<file path="config.mk">
export PLATFORM = sky130hd
export DESIGN_NAME = sesr_regs
export DESIGN_NICKNAME = d
export VERILOG_FILES = /design/src/verilog/sesr_pkg.sv /design/src/verilog/sesr_regs.sv
export SDC_FILE = /design/constraint.sdc
export NUM_CORES = 1
export LEC_CHECK = 0
export ABC_AREA = 1
export CORE_UTILIZATION = 55
export CTS_BUF_LIST = sky130_fd_sc_hd__clkbuf_8 sky130_fd_sc_hd__clkbuf_16
export CTS_CLUSTER_SIZE = 24
export DETAILED_ROUTE_END_ITERATION = 6
export DONT_BUFFER_PORTS = 1
export PLACE_DENSITY = 0.71
export SYNTH_ARGS = -nofsm -noshare
export SYNTH_HDL_FRONTEND = slang
export SYNTH_SLANG_ARGS = --single-unit
export TNS_END_PERCENT = 1
</file>
<file path="constraint.sdc">
create_clock -name i_sys_clk -period 1.14 [get_ports i_sys_clk]
set_input_delay 0.114 -clock i_sys_clk [delete_from_list [all_inputs] [get_ports i_sys_clk]]
set_output_delay 0.114 -clock i_sys_clk [all_outputs]
set_load 0.01 [all_outputs]
</file>
<file path="src/verilog/sesr_pkg.sv">
// Package for the SMI enable, edge status and serial FIFO mirror registers.
// Assumes a single 40 MHz system clock and a plain strobe register port.
package sesr_pkg;

   // Register offsets on the byte-wide register port.
   localparam logic [7:0] SESR_OFF_SMI_PIN_ENABLE_6 = 8'h1B;
   localparam logic [7:0] SESR_OFF_MISC_EDGE_STATUS = 8'h1C;
   localparam logic [7:0] SESR_OFF_SERIAL2_FIFO_MIR = 8'h1D;
   localparam logic [7:0] SESR_OFF_SMI_ROUTE        = 8'h30;
   localparam logic [7:0] SESR_OFF_IRQ_STATUS       = 8'h31;
   localparam logic [7:0] SESR_OFF_IRQ_MASK         = 8'h32;

   // Reset values.
   localparam logic [7:0] SESR_RST_SMI_PIN_ENABLE_6 = 8'h00;
   localparam logic [5:0] SESR_RST_MISC_EDGE_STATUS = 6'h00;
   localparam logic [7:0] SESR_RST_SERIAL2_FIFO_MIR = 8'h00;
   localparam logic [1:0] SESR_RST_SMI_ROUTE        = 2'h0;
   localparam logic [1:0] SESR_RST_IRQ              = 2'h0;

   // Field layout of the edge status register.
   localparam int SESR_EDGE_COUNT = 6;

   // Field layout of the serial FIFO control mirror.
   localparam int SESR_FIFO_ENABLE_BIT   = 0;
   localparam int SESR_RX_FIFO_RESET_BIT = 1;
   localparam int SESR_TX_FIFO_RESET_BIT = 2;
   localparam int SESR_DMA_MODE_BIT      = 3;
   localparam int SESR_RX_TRIGGER_LSB    = 6;
   localparam logic [7:0] SESR_FIFO_MIR_VALID = 8'hCF;

   // Field layout of the routing register.
   localparam int SESR_ROUTE_PIN_BIT    = 0;
   localparam int SESR_ROUTE_SERIRQ_BIT = 1;

   // Field layout of the interrupt status and mask registers.
   localparam int SESR_IRQ_EDGE_BIT = 0;
   localparam int SESR_IRQ_SMI_BIT  = 1;

   // One request on the register port.
   typedef struct packed {
      logic [7:0] addr;
      logic [7:0] wdata;
      logic       wr;
      logic       rd;
   } sesr_bus_req_t;

   // The six pins watched for either edge, bit 5 first.
   typedef struct packed {
      logic port6_pin1;
      logic port6_pin0;
      logic port4_pin3;
      logic port4_pin1;
      logic port2_pin2;
      logic port2_pin1;
   } sesr_edge_pins_t;

endpackage

</file>
<file path="src/verilog/sesr_regs.sv">
// SMI pin enable, either-edge status and serial port 2 FIFO control mirror.
// Also holds the SMI routing, interrupt status and interrupt mask registers.
// Assumes all inputs synchronous to i_sys_clk and a master that never
// issues read and write strobes in the same cycle.
// Assumes the standby reset clears everything, while the main power or hard
// reset reaches only the FIFO control mirror.
//
// Strobed register access was left to the implementer.
`timescale 1ns/10ps

// Function
// - One enable bit per port-one pin source.
// - Enabled pending source drives status bus.
// - Disabled source never drives status bus.
// - Writing one clears edge status bit.
// - Writing zero leaves status bit unchanged.
// - Bits 0-2 set on port2/4 edges.
// - Bits 3-5 set on port4/6 edges.
// - Upper two status bits read zero.
// - Read-only mirror of serial FIFO control.
// - Mirror layout with reserved bits 5:4.
// - Enabled sources form routable group SMI.
module sesr_regs #(
   parameter int SRC_COUNT = 8
) (
   // Clock and resets.
   input  wire logic                     i_sys_clk,
   input  wire logic                     i_reset_n,
   input  wire logic                     i_main_reset_n,
   // Register port.
   input  wire sesr_pkg::sesr_bus_req_t  i_bus,
   output logic [7:0]                    o_rd_data,
   // Event sources.
   input  wire logic [SRC_COUNT-1:0]     i_port1_smi_event,
   input  wire sesr_pkg::sesr_edge_pins_t i_edge_pins,
   // Serial port 2 FIFO control write snoop.
   input  wire logic                     i_serial2_fcr_wr,
   input  wire logic [7:0]               i_serial2_fcr_data,
   // SMI outputs.
   output logic [SRC_COUNT-1:0]          o_smi_status_bus,
   output logic                          o_group_smi,
   output logic                          o_smi_output_pin_n,
   output logic                          o_smi_serirq,
   // Interrupt.
   output logic                          o_irq
);
   // Offsets, reset values and field positions of the register bank.
   import sesr_pkg::*;

   // Address match for a strobe on the register port.
   // Every write decode and the status read decode go through here, so those offsets match alike.
   function automatic logic hit(input logic strobe, input logic [7:0] addr,
                                input logic [7:0] off);
      hit = strobe && (addr == off);
   endfunction

   // Keeps the defined fields of a FIFO control byte and zeroes the reserved pair.
   // Field positions come from the package, so the mirror follows the port's layout.
   function automatic logic [7:0] fifo_ctrl_fields(input logic [7:0] raw);
      fifo_ctrl_fields                         = 8'h00;
      fifo_ctrl_fields[SESR_FIFO_ENABLE_BIT]   = raw[SESR_FIFO_ENABLE_BIT];
      fifo_ctrl_fields[SESR_RX_FIFO_RESET_BIT] = raw[SESR_RX_FIFO_RESET_BIT];
      fifo_ctrl_fields[SESR_TX_FIFO_RESET_BIT] = raw[SESR_TX_FIFO_RESET_BIT];
      fifo_ctrl_fields[SESR_DMA_MODE_BIT]      = raw[SESR_DMA_MODE_BIT];
      fifo_ctrl_fields[SESR_RX_TRIGGER_LSB+:2] = raw[SESR_RX_TRIGGER_LSB+:2];
   endfunction

   // Register state and its next values.
   logic [SRC_COUNT-1:0]        smi_pin_enable_6;
   logic [SRC_COUNT-1:0]        next_smi_pin_enable_6;
   logic [SESR_EDGE_COUNT-1:0]  misc_edge_status;
   logic [SESR_EDGE_COUNT-1:0]  next_misc_edge_status;

   // Edge detector history; primed marks that the history holds real samples.
   logic [SESR_EDGE_COUNT-1:0]  pins_prev;
   logic [SESR_EDGE_COUNT-1:0]  next_pins_prev;
   logic                        pins_primed;
   logic                        next_pins_primed;
   // Pins that changed since the last sample.
   logic [SESR_EDGE_COUNT-1:0]  edge_seen;

   // Mirror, routing and interrupt registers.
   logic [7:0]                  serial2_fifo_ctrl_mirror;
   logic [7:0]                  next_serial2_fifo_ctrl_mirror;
   logic [1:0]                  smi_route;
   logic [1:0]                  next_smi_route;
   logic [1:0]                  irq_status;
   logic [1:0]                  next_irq_status;
   logic [1:0]                  irq_mask;
   logic [1:0]                  next_irq_mask;

   // Next values of the output flops.
   logic [7:0]                  next_rd_data;
   logic [SRC_COUNT-1:0]        next_smi_status_bus;
   logic                        next_group_smi;
   logic                        next_smi_output_pin_n;
   logic                        next_smi_serirq;
   logic                        next_irq;

   // Decoded strobes of the register port.
   logic                        wr_enable;
   logic                        wr_status;
   logic                        wr_route;
   logic                        wr_mask;
   logic                        rd_irq;

   // Register port decode.
   // Strobes never overlap, so each decode can stand on its own.
   always_comb begin
      wr_enable = hit(i_bus.wr, i_bus.addr, SESR_OFF_SMI_PIN_ENABLE_6);
      wr_status = hit(i_bus.wr, i_bus.addr, SESR_OFF_MISC_EDGE_STATUS);
      wr_route  = hit(i_bus.wr, i_bus.addr, SESR_OFF_SMI_ROUTE);
      wr_mask   = hit(i_bus.wr, i_bus.addr, SESR_OFF_IRQ_MASK);
      rd_irq    = hit(i_bus.rd, i_bus.addr, SESR_OFF_IRQ_STATUS);
   end

   // Writable control registers: SMI enables, routing and interrupt mask.
   // Writes to unmapped or read-only offsets leave all of these untouched.
   always_comb begin
      next_smi_pin_enable_6 = smi_pin_enable_6;
      next_smi_route        = smi_route;
      next_irq_mask         = irq_mask;
      if (wr_enable) begin
         next_smi_pin_enable_6 = i_bus.wdata[SRC_COUNT-1:0];
      end
      if (wr_route) begin
         next_smi_route = i_bus.wdata[1:0];
      end
      if (wr_mask) begin
         next_irq_mask = i_bus.wdata[1:0];
      end
   end

   // Control registers.
   always_ff @(posedge i_sys_clk) begin
      if (!i_reset_n) begin
         smi_pin_enable_6 <= SESR_RST_SMI_PIN_ENABLE_6[SRC_COUNT-1:0];
         smi_route        <= SESR_RST_SMI_ROUTE;
         irq_mask         <= SESR_RST_IRQ;
      end else begin
         smi_pin_enable_6 <= next_smi_pin_enable_6;
         smi_route        <= next_smi_route;
         irq_mask         <= next_irq_mask;
      end
   end

   // Either-edge detection; the first cycle after reset only primes history.
   // Without the primer, a pin that idles high would show a false edge after reset.
   always_comb begin
      // History is reloaded with the current pin levels every cycle.
      next_pins_prev   = i_edge_pins;
      next_pins_primed = 1'b1;
      edge_seen = pins_primed ? (pins_prev ^ i_edge_pins) : '0;
   end

   // Sticky status: write-one clears, an edge in the same cycle wins.
   // Positions 7:6 have no storage, so writes there have nothing to clear.
   always_comb begin
      next_misc_edge_status = misc_edge_status;
      if (wr_status) begin
         next_misc_edge_status = misc_edge_status & ~i_bus.wdata[SESR_EDGE_COUNT-1:0];
      end
      next_misc_edge_status = next_misc_edge_status | edge_seen;
   end

   // Edge history and status registers.
   always_ff @(posedge i_sys_clk) begin
      if (!i_reset_n) begin
         pins_prev        <= '0;
         pins_primed      <= 1'b0;
         misc_edge_status <= SESR_RST_MISC_EDGE_STATUS;
      end else begin
         pins_prev        <= next_pins_prev;
         pins_primed      <= next_pins_primed;
         misc_edge_status <= next_misc_edge_status;
      end
   end

   // Mirror of the FIFO control byte written to serial port 2.
   // The port only accepts writes, so software reads the settings back here.
   always_comb begin
      next_serial2_fifo_ctrl_mirror = serial2_fifo_ctrl_mirror;
      if (i_serial2_fcr_wr) begin
         next_serial2_fifo_ctrl_mirror = fifo_ctrl_fields(i_serial2_fcr_data);
      end
   end

   // Cleared by the standby reset and by the main power or hard reset.
   // Bus writes to its offset are ignored; only the port snoop loads it.
   always_ff @(posedge i_sys_clk) begin
      if (!i_reset_n || !i_main_reset_n) begin
         serial2_fifo_ctrl_mirror <= SESR_RST_SERIAL2_FIFO_MIR;
      end else begin
         serial2_fifo_ctrl_mirror <= next_serial2_fifo_ctrl_mirror;
      end
   end

   // SMI status bus, group SMI and its two routes.
   // All four are registered, so they follow events and enables one cycle late.
   // The dedicated pin is active low and idles high.
   always_comb begin
      next_smi_status_bus = i_port1_smi_event & smi_pin_enable_6;
      // group and route
      // Group SMI is the OR of the gated sources.
      next_group_smi        = |next_smi_status_bus;
      next_smi_output_pin_n = !(next_group_smi && smi_route[SESR_ROUTE_PIN_BIT]);
      next_smi_serirq       = next_group_smi && smi_route[SESR_ROUTE_SERIRQ_BIT];
   end

   // SMI output flops.
   always_ff @(posedge i_sys_clk) begin
      if (!i_reset_n) begin
         o_smi_status_bus   <= '0;
         o_group_smi        <= 1'b0;
         o_smi_output_pin_n <= 1'b1;
         o_smi_serirq       <= 1'b0;
      end else begin
         o_smi_status_bus   <= next_smi_status_bus;
         o_group_smi        <= next_group_smi;
         o_smi_output_pin_n <= next_smi_output_pin_n;
         o_smi_serirq       <= next_smi_serirq;
      end
   end

   // Interrupt status: sticky, cleared by reading it, new events win.
   // Bit 0 records any edge detection, bit 1 a rise of the group SMI.
   // The level uses the next mask, so it tracks a mask write without lag.
   always_comb begin
      next_irq_status = irq_status;
      if (rd_irq) begin
         next_irq_status = '0;
      end
      next_irq_status[SESR_IRQ_EDGE_BIT] = next_irq_status[SESR_IRQ_EDGE_BIT] | (|edge_seen);
      next_irq_status[SESR_IRQ_SMI_BIT]  = next_irq_status[SESR_IRQ_SMI_BIT]
                                          | (next_group_smi && !o_group_smi);
      // Level output: any status bit that its mask lets through.
      next_irq = |(next_irq_status & next_irq_mask);
   end

   // Interrupt status and level output.
   always_ff @(posedge i_sys_clk) begin
      if (!i_reset_n) begin
         irq_status <= SESR_RST_IRQ;
         o_irq      <= 1'b0;
      end else begin
         irq_status <= next_irq_status;
         o_irq      <= next_irq;
      end
   end

   // Read data, presented in the cycle after the read strobe only.
   // Zero in every other cycle, so a stale value can never be taken for a read.
   // Registers narrower than a byte pad their upper bits with zeros.
   always_comb begin
      next_rd_data = 8'h00;
      if (i_bus.rd) begin
         case (i_bus.addr)
            SESR_OFF_SMI_PIN_ENABLE_6: begin
               next_rd_data[SRC_COUNT-1:0] = smi_pin_enable_6;
            end
            SESR_OFF_MISC_EDGE_STATUS: begin
               next_rd_data[SESR_EDGE_COUNT-1:0] = misc_edge_status;
            end
            SESR_OFF_SERIAL2_FIFO_MIR: begin
               next_rd_data = serial2_fifo_ctrl_mirror;
            end
            SESR_OFF_SMI_ROUTE: begin
               next_rd_data[1:0] = smi_route;
            end
            SESR_OFF_IRQ_STATUS: begin
               next_rd_data[1:0] = irq_status;
            end
            SESR_OFF_IRQ_MASK: begin
               next_rd_data[1:0] = irq_mask;
            end
            default: begin
               next_rd_data = 8'h00;
            end
         endcase
      end
   end

   // Read data register.
   always_ff @(posedge i_sys_clk) begin
      if (!i_reset_n) begin
         o_rd_data <= 8'h00;
      end else begin
         o_rd_data <= next_rd_data;
      end
   end

endmodule

</file>
==> results.json, run 1 <==
{
  "cts_max_level": 2,
  "grt_pass1_wl_mm": 8.321,
  "design.core.area_sq_um": 4000,
  "nNetsFinal": 414,
  "drt-total-wl_mm": 5.320,
  "synth_area_leader_cell": "dfxtp_1",
  "fin_skew_ps": 4.955,
  "cts_root_buf": "clkbuf_8",
  "port_buffers": 0,
  "drv_slew": 0,
  "routabilityCongestion": 0.8835,
  "p_leak_nw": 1.382,
  "post_route_cells_drive_above_1_share": 0.1432,
  "yosys_register_bits": 53,
  "worst_pin_slew_ps": 470.2,
  "crit_arrival_ps": 1300,
  "num_antenna_cells": 0,
  "drc_errors": 0,
  "max_clock_freq_mhz": 916.7,
  "dieHeight_um": 66.33,
  "synth_area_sq_um": 2276,
  "io_pins": 64,
  "die_area_sq_um": 4399,
  "syn-num-nets": 363,
  "hold_violations": 0,
  "final_common_cell": "nand2_1",
  "grt_antenna_before_repair": 0,
  "fin_crit_sh": 0.9569,
  "reg2reg_from": "smi_pin_enable_6[6]",
  "syn2layout_area_growth_pct": 26.94,
  "synthCells": 319,
  "rsz0062_at_grt": "no",
  "async_reset_ff_frac": 0,
  "relSlewSlack": 0.6866,
  "dpl_cell_area_sq_um": 2312,
  "r2r_cells": 8,
  "final_cell_mix": "nand2_1 (98), inv_1 (45), dfxtp_1 (45)",
  "whs_path_depth": 3,
  "ys_types": 25,
  "min-delay-start": "i_bus[11]",
  "clock-sinks": 53,
  "setup_viol": 0,
  "tns_ps": 0,
  "nFillCells": 331,
  "drv_cap": 0,
  "worstPathRequired_ps": 1350,
  "die_x_um": 66.33,
  "grt_overflow": 0,
  "cts.path.max_buffers": 2,
  "viasPerCell": 4.962,
  "ir_drop_v": 0.0008210,
  "rows": 23,
  "wl_per_cell_um": 12.67,
  "vias": 2084,
  "synth_top_cell_area_share": 0.4662,
  "path_clk_slew_ps": 90,
  "ys_top_cells_by_area": "dfxtp_1 (47%), nand2_1 (17%), inv_1 (7.4%), nand3_1 (6.8%), a21oi_1 (4.6%)",
  "start_util": 0.5690,
  "drtIter0Drc": 116,
  "seq_area_frac_synth": 0.4662,
  "ant_nets": 0,
  "grt_max_degree": 17,
  "power_density_nw_per_um2": 1141,
  "hpwl_mm": 3.419,
  "status": "finished clean",
  "synth_area_per_cell_sq_um": 7.135,
  "crit_path_start": "i_edge_pins[2]",
  "crit_path_start_kind": "input pin",
  "dr.pass1.iters": 4,
  "period_needed_ps": 1091,
  "clk_latency_ps": 300,
  "min_path_type": "in2reg",
  "first_global_vias": 1938,
  "yosysWarningCount": 0,
  "grt_util_all_layers": 0.2536,
  "path_class": "in2reg",
  "cts_tree": "done",
  "cp-end-kind": "register",
  "critical_path.max_fanout": 3,
  "cts_made_buffers": 5,
  "synth_enable_flop_cells": 0,
  "ys_dominant_reg_cell": "dfxtp_1",
  "final_area_sq_um": 2889
}
sequential cells by signal (all words and copies together) (netlist names):
name / flops
pins_prev: 6
o_smi_output_pin_n: 1
smi_pin_enable_6: 8
pins_primed: 1
serial2_fifo_ctrl_mirror: 6
smi_route: 2
irq_mask: 2
o_rd_data: 8
o_irq: 1
o_smi_serirq: 1
irq_status: 2
o_smi_status_bus: 8
o_group_smi: 1
misc_edge_status: 6
timing repair:
item,CTS,global route
hold buffers,38,1
gates cloned,0,0
setup endpoints to repair,1,2
pin swaps,0,17
buffers inserted,0,6
hold endpoints to repair,42,1
resized for setup,1,23
synth_stat cells, types with 2 or more instances:
| master | instances |
|---|---|
| nand2_1 | 105 |
| dfxtp_1 | 53 |
| inv_1 | 45 |
| nand3_1 | 31 |
| nor2_1 | 24 |
| a21oi_1 | 21 |
| o21ai_1 | 6 |
| o21ai_0 | 5 |
| buf_6 | 4 |
| nor2_4 | 4 |
| nand2_2 | 3 |
| nor2_2 | 3 |
| and2_1 | 2 |
| nand4_1 | 2 |
worst max-delay path, stage by stage:
cell	delay, ps
dlygate4sd3_1	540
nand2_1	60
dlygate4sd3_1	540
inv_1	40
path summary, 6_finish.rpt:
path                                            to  slack, ps
worst max-delay path                  pins_prev[2]         50
worst min-delay path                  o_rd_data[5]         10
worst min register to register  o_smi_output_pin_n        430
worst max register to register               o_irq         80
final cells by class:
type | count | area [sq um] | area share
Clock buffer | 6 | 82.58 | 0.02858
Clock inverter | 1 | 7.507 | 0.002599
Inverter | 48 | 182.7 | 0.06323
Multi-Input combinational cell | 212 | 994.7 | 0.3443
Sequential cell | 53 | 1071 | 0.3707
Tap cell | 50 | 62.56 | 0.02165
Timing Repair Buffer | 50 | 488.0 | 0.1689
layer usage:
layer / up-vias / part of all wire / global-route usage
li1: 1087 / - / -
met1: 933 / 0.43 / 0.3138
met2: 57 / 0.50 / 0.4337
met3: 7 / 0.058 / 0.05000
met4: 0 / 0.014 / 0.09043
met5: - / 0 / 0
report_power, final:
part	switching, mW	internal, mW
clock	0.589	0.481
combinational	0.154	0.158
sequential	0.0228	1.89
total	0.766	2.53
cells by family (layout without fill, tap and decap cells):
kind of cell           Yosys count  after routing  share of synthesized area
AO/OA/AOI/OAI                   35             35                    0.08082
buffers and inverters           54            105                     0.1083
flip-flops                      53             53                     0.4662
AND/OR/NAND/NOR                177            177                     0.3447
stage by stage:
stage	total power, mW	std cells	util	worst slack [ps]	hold WS (ps)
global placement	2.133	368	0.5780	72.96	143.1
finish	3.295	420	0.7222	49.10	14.76
CTS	3.298	413	0.6966	5.539	8.764
floorplan	2.123	319	-	189.8	141.7
detailed placement	2.138	368	0.5780	18.53	143.1
global route	3.442	420	0.7222	11.70	22.85
(Power assumes the default switching activity.)
==> run 2: changes to the inputs <==
Settings changed: CORE_ASPECT_RATIO set to 0.7.
==> run 2 against run 1 <==
Net effect: the run now ends with negative hold slack left; sequential cell count did not move; hold slack worse by 88 ps; core utilization fell by 0.60 points; critical endpoint is now o_irq; critical path depth is 5 higher; clock power rose by 42%; combinational power down 2%; non-clock buffer count shrank 10; first-iteration DRC count rose by 21%.
==> results.json, run 2 (synthesis gave the netlist of run 1 again) <==
{
  "crit_arrival_ps": 1310,
  "pwr-share-clk": 0.406,
  "design.core.area_sq_um": 3946,
  "fin_hold_ws_ps": -72.83,
  "regArea_sq_um": 1070,
  "nFillCells": 332,
  "fin_skew_ps": 3.142,
  "dieHeight_um": 55.82,
  "utilization": 0.7162,
  "internal-power_mw": 2.921,
  "viasPerCell": 5.048,
  "setup_viol": 0,
  "wl_met1_mm": 2.492,
  "die_area_sq_um": 4403,
  "r2r-end": "o_irq",
  "worstPathRequired_ps": 1340,
  "hold_end": "pins_prev[5]",
  "post_route_cells_drive_above_1_share": 0.1136,
  "cts_made_buffers": 5,
  "cts_tree": "done",
  "hpwl_mm": 3.543,
  "grt_util_all_layers": 0.2613,
  "grt_overflow": 0,
  "cp-end-kind": "register",
  "crit_path_start_kind": "input pin",
  "power_density_nw_per_um2": 1324,
  "drc_errors": 0,
  "min-delay-start": "i_reset_n",
  "period_needed_ps": 1106,
  "drv_cap": 0,
  "clock-sinks": 53,
  "top_layer_used": "met4",
  "reg2reg_from": "smi_pin_enable_6[7]",
  "cts_root_buf": "clkbuf_8",
  "worst-r2r-setup-slack_ps": 60,
  "largestRegisters": "o_rd_data (8), o_smi_status_bus (8), smi_pin_enable_6 (8)",
  "drt-total-wl_mm": 5.518,
  "p_comb_frac": 0.082,
  "grt_antenna_before_repair": 0,
  "fin_crit_sh": 0.9701,
  "postCtsHoldBufs": 37,
  "syn2layout_area_growth_pct": 24.19,
  "r2r_cells": 8,
  "wl_per_cell_um": 13.36,
  "rsz0062_at_grt": "yes",
  "status": "complete, but fails checks",
  "post-cts-setup-buffer-count": 0,
  "pwr-share-seq": 0.512,
  "drv_slew": 0,
  "worst_pin_slew_ps": 434.6,
  "routabilityCongestion": 0.7993,
  "clk_latency_ps": 300,
  "min_path_type": "in2reg",
  "final_common_cell": "nand2_1",
  "relSlewSlack": 0.7093,
  "max_clock_freq_mhz": 904.3,
  "whs_path_depth": 2,
  "first_global_vias": 1914,
  "wl_met3_um": 422,
  "switching_share": 0.2195,
  "violations": "negative hold slack",
  "final_cell_mix": "nand2_1 (103), dfxtp_1 (46), inv_1 (45)",
  "cts.path.max_buffers": 2,
  "ir_drop_v": 0.0009335,
  "port_buffers": 0,
  "p_leak_nw": 1.304,
  "power.switching_mw": 0.8213,
  "die_x_um": 78.89,
  "path_class": "in2reg",
  "start_util": 0.5767,
  "path_clk_slew_ps": 100,
  "multi_input_area_sq_um": 980.9,
  "grt_max_degree": 18,
  "rows": 19,
  "hold_violations": 2,
  "ant_nets": 0,
  "num_antenna_cells": 0,
  "critical_path.max_fanout": 2,
  "wl_met2_mm": 2.543,
  "vias": 2085,
  "grt_pass1_wl_mm": 8.742,
  "drtIter0Drc": 140,
  "nNetsFinal": 404,
  "cts_max_level": 2,
  "dr.pass1.iters": 4,
  "io_pins": 64
}
-- run 2: cell count changes in the layout (fill, tap and decap cells not counted), sizes merged --
cell,before,now
inv,47,48
dlymetal6s4s,6,0
buf,11,4
clkinvlp,1,0
clkbuf,6,5
dlygate4sd3,33,36
bufinv,0,2
-- run 2: worst max-delay path: stages --
cell and delay [ps]:
dlygate4sd3_1 550, nand2_1 80, nand2_1 80, nor2_2 150, nand2_2 90, nand2_2 70, o21ai_1 70, nand2_1 60
nand2_1 50
-- run 2: metal layers --
layer,track usage,up-vias
met3,0.06557,6
met2,0.4112,80
met4,0.07532,0
met1,0.3557,936
met5,0,-
li1,-,1063
-- run 2: worst max-delay path by stage --
| stage | startpoint | end | slack, ps |
|---|---|---|---|
| 6_report | i_port1_smi_event[6] | o_irq | 30 |
| 5_1_grt | i_port1_smi_event[1] | o_irq | -60 |
| 4_1_cts | i_port1_smi_event[4] | o_irq | 30 |
| 3_5_place_dp | i_bus[16] | o_rd_data[3] | 9 |
| 3_3_place_gp | i_bus[16] | o_rd_data[3] | 50 |
| 2_1_floorplan | i_bus[16] | misc_edge_status[1] | 190 |
-- run 2: final cells by class --
cell class	instances	share of cell area
Clock buffer	5	0.02435
Multi-Input combinational cell	212	0.3471
Timing Repair Buffer	40	0.1381
Tap cell	52	0.02302
Inverter	48	0.06463
Clock inverter	3	0.02435
Sequential cell	53	0.3785
-- run 2: power groups by stage --
stage / sequential, mW / clock (mW) / combinational (mW)
after floorplan: 1.95 / 0 / 0.172
after global placement: 1.96 / 0 / 0.179
after detailed placement: 1.96 / 0 / 0.184
after CTS: 1.91 / 1.53 / 0.298
after global routing: 1.92 / 1.61 / 0.343
final: 1.91 / 1.52 / 0.306
-- run 2: per-stage QoR --
step	TNS [ps]	std cells	area, sq um	power [mW]	worst slack, ps
6_report	0	413	2826	3.743	34.13
5_1_grt	-101.6	413	2826	3.877	-55.15
4_1_cts	0	414	2815	3.737	33.40
3_5_place_dp	0	369	2307	2.141	8.788
3_3_place_gp	0	369	2307	2.135	51.13
2_1_floorplan	0	319	2276	2.123	189.8
-- run 2: timing repair --
| item | 4_1_cts | 5_1_grt |
|---|---|---|
| endpoints found under the setup margin | 0 | 5 |
| gates resized for setup | 0 | 12 |
| hold endpoints to repair | 41 | 2 |
==> run 3: changes to the inputs <==
Settings changed: ABC_AREA 1 to not set, CORE_MARGIN set to 3.
==> run 3 against run 2 <==
Net effect: the flow finishes with violations (negative hold slack, negative setup slack); final cell count shrank 25%; clock skew up 1.8 ps; core utilization increased by 4.4 points; largest cell class unchanged; highest routed layer unchanged; final area shrank 3.7%; critical path type is now reg2reg; combinational power decreased by 6%; setup slack lost 650 ps; via count down 14%; area after synthesis decreased by 8.5%.
==> results.json, run 3 <==
{
  "yosys_register_bits": 53,
  "rows": 18,
  "reg2reg_from": "pins_prev[4]",
  "dieHeight_um": 57.49,
  "drtIter0Drc": 142,
  "instances_no_fill": 308,
  "min_path_type": "in2reg",
  "critical-path-top-delay-family": "compound AO/OA/AOI/OAI gates",
  "synth_enable_flop_cells": 0,
  "ant_nets": 0,
  "worstPathRequired_ps": 1320,
  "clk_latency_ps": 300,
  "num_antenna_cells": 0,
  "final_common_cell": "dfxtp_1",
  "cts.path.max_buffers": 2,
  "die_x_um": 79.56,
  "post-cts-setup-buffer-count": 0,
  "synth_top_cell_area_share": 0.5093,
  "largestRegisters": "o_rd_data (8), o_smi_status_bus (8), smi_pin_enable_6 (8)",
  "rsz0062_at_grt": "yes",
  "power_density_nw_per_um2": 1191,
  "start_util": 0.5818,
  "port_buffers": 0,
  "p_leak_nw": 1.149,
  "dpl_cell_area_sq_um": 2226,
  "postCtsHoldBufs": 35,
  "design.core.area_sq_um": 3581,
  "tns_ps": -1787,
  "critPathBufInv": 0,
  "synthCells": 210,
  "cts_root_buf": "clkbuf_8",
  "grt_util_all_layers": 0.2458,
  "viasPerCell": 5.799,
  "drc_errors": 0,
  "syn-num-nets": 254,
  "period_needed_ps": 1755,
  "path_class": "reg2reg",
  "die_area_sq_um": 4574,
  "hpwl_mm": 3.538,
  "r2r_cells": 5,
  "setup_viol": 7,
  "relSlewSlack": 0.7563,
  "status": "complete, but fails checks",
  "synth_area_sq_um": 2083,
  "grt_overflow": 0,
  "drt-total-wl_mm": 5.517,
  "dp.cells": 266,
  "grt_antenna_before_repair": 0,
  "synth_area_leader_cell": "dfxtp_1",
  "dr.pass1.iters": 4,
  "routabilityCongestion": 0.9642,
  "cts_made_buffers": 5,
  "crit_arrival_ps": 1940,
  "vias": 1786,
  "crit_path_max_incr_delay_ps": 520,
  "setup_ws_ps": -614.9,
  "worst-r2r-setup-slack_ps": -610,
  "ys_types": 36,
  "whs_path_depth": 0,
  "yosysWarningCount": 0,
  "path_clk_slew_ps": 90,
  "max_clock_freq_mhz": 569.8,
  "syn2layout_area_growth_pct": 30.69,
  "synth_area_per_cell_sq_um": 9.920,
  "crit_path_start_kind": "register",
  "hold_end": "pins_primed",
  "ys_top_cells_by_area": "dfxtp_1 (51%), mux2i_1 (6.2%), nand3_1 (3.8%), a22oi_1 (3.6%), nor2b_1 (3.6%)",
  "worstPathCellList": "xor2_1, or4_1, o311a_1, a31oi_1, o22ai_1",
  "nFillCells": 233,
  "post_route_cells_drive_above_1_share": 0.1434,
  "first_global_vias": 1870,
  "r2r-end": "o_irq",
  "grt_max_degree": 42,
  "drv_slew": 0,
  "critical_path.max_fanout": 2,
  "cp_slowest_cell": "or4_1",
  "synth_commonest_cells": "dfxtp_1 (53), nand2_1 (16), nand3_1 (16), mux2i_1 (13)",
  "async_reset_ff_frac": 0,
  "fin_crit_sh": 1.539,
  "fin_hold_ws_ps": -154.6,
  "cts_tree": "done",
  "crit_path_start": "pins_prev[4]",
  "grt_pass1_wl_mm": 8.625,
  "min-delay-start": "i_reset_n",
  "ys_dominant_reg_cell": "dfxtp_1",
  "final_area_sq_um": 2723,
  "cts_max_level": 2,
  "fin_skew_ps": 4.961,
  "ir_drop_v": 0.0008369,
  "wl_per_cell_um": 17.91,
  "seq_area_frac_synth": 0.5093,
  "io_pins": 64,
  "worst_pin_slew_ps": 364.8,
  "hold_violations": 30,
  "cp-end-kind": "register",
  "synth.most_common_cell": "dfxtp_1",
  "nNetsFinal": 302,
  "final_cell_mix": "dfxtp_1 (53), dlygate4sd3_1 (30), buf_4 (16)",
  "violations": "negative hold slack, negative setup slack",
  "clock-sinks": 53,
  "drv_cap": 0
}
[run 3: cell type report]
type / instances / area [sq um] / share of cell area
flip-flops and latches: 53 / 1061 / 0.3897
multi-input cells: 142 / 999.7 / 0.3672
repair buffers: 52 / 498.0 / 0.1829
clock buffers: 6 / 82.58 / 0.03033
well taps: 50 / 62.56 / 0.02298
inverters: 4 / 15.01 / 0.005515
clock inverters: 1 / 3.754 / 0.001379
[run 3: how the worst max path moves through the flow]
stage	end	slack [ps]	depth (start not counted)
detailed placement	o_irq	-560	5
global placement	o_irq	-500	5
global route	o_irq	-730	5
floorplan	o_irq	-440	5
CTS	o_irq	-560	5
finish	o_irq	-610	5
[run 3: repair_timing]
item	4_1_cts	5_1_grt
resized for setup	1	14
hold endpoints to repair	45	30
setup endpoints to repair	6	28
pin swaps	2	1
[run 3: logic make-up (layout without fill, tap and decap cells)]
kind of cell | after synthesis | in the layout | share of synthesized area
DFF | 53 | 53 | 0.5093
AOI/OAI and AO/OA | 34 | 34 | 0.1213
muxes | 16 | 16 | 0.07868
and+or+nand+nor | 86 | 86 | 0.2354
xor gates and xnor gates | 6 | 6 | 0.02523
buffers and inverters | 15 | 63 | 0.03003
[run 3: through the flow]
step / utilization / setup slack (ps) / power, mW
6_report: 0.7603 / -614.9 / 3.242
4_1_cts: 0.7453 / -560.8 / 3.228
3_3_place_gp: 0.6216 / -502.6 / 2.121
5_1_grt: 0.7603 / -729.5 / 3.357
3_5_place_dp: 0.6216 / -557.7 / 2.130
2_1_floorplan: - / -437.8 / 2.107
[run 3: routing by layer]
metal	vias to the layer above	GRT usage	share of wire
met2	89	0.3936	0.48
met1	845	0.3023	0.41
met5	-	0	0
li1	837	-	-
met4	0	0.1054	0.025
met3	15	0.08517	0.090
[run 3: power breakdown]
group	switching [mW]	internal (mW)
registers	0.0261	1.89
clock network	0.563	0.474
logic	0.102	0.185
total	0.691	2.55
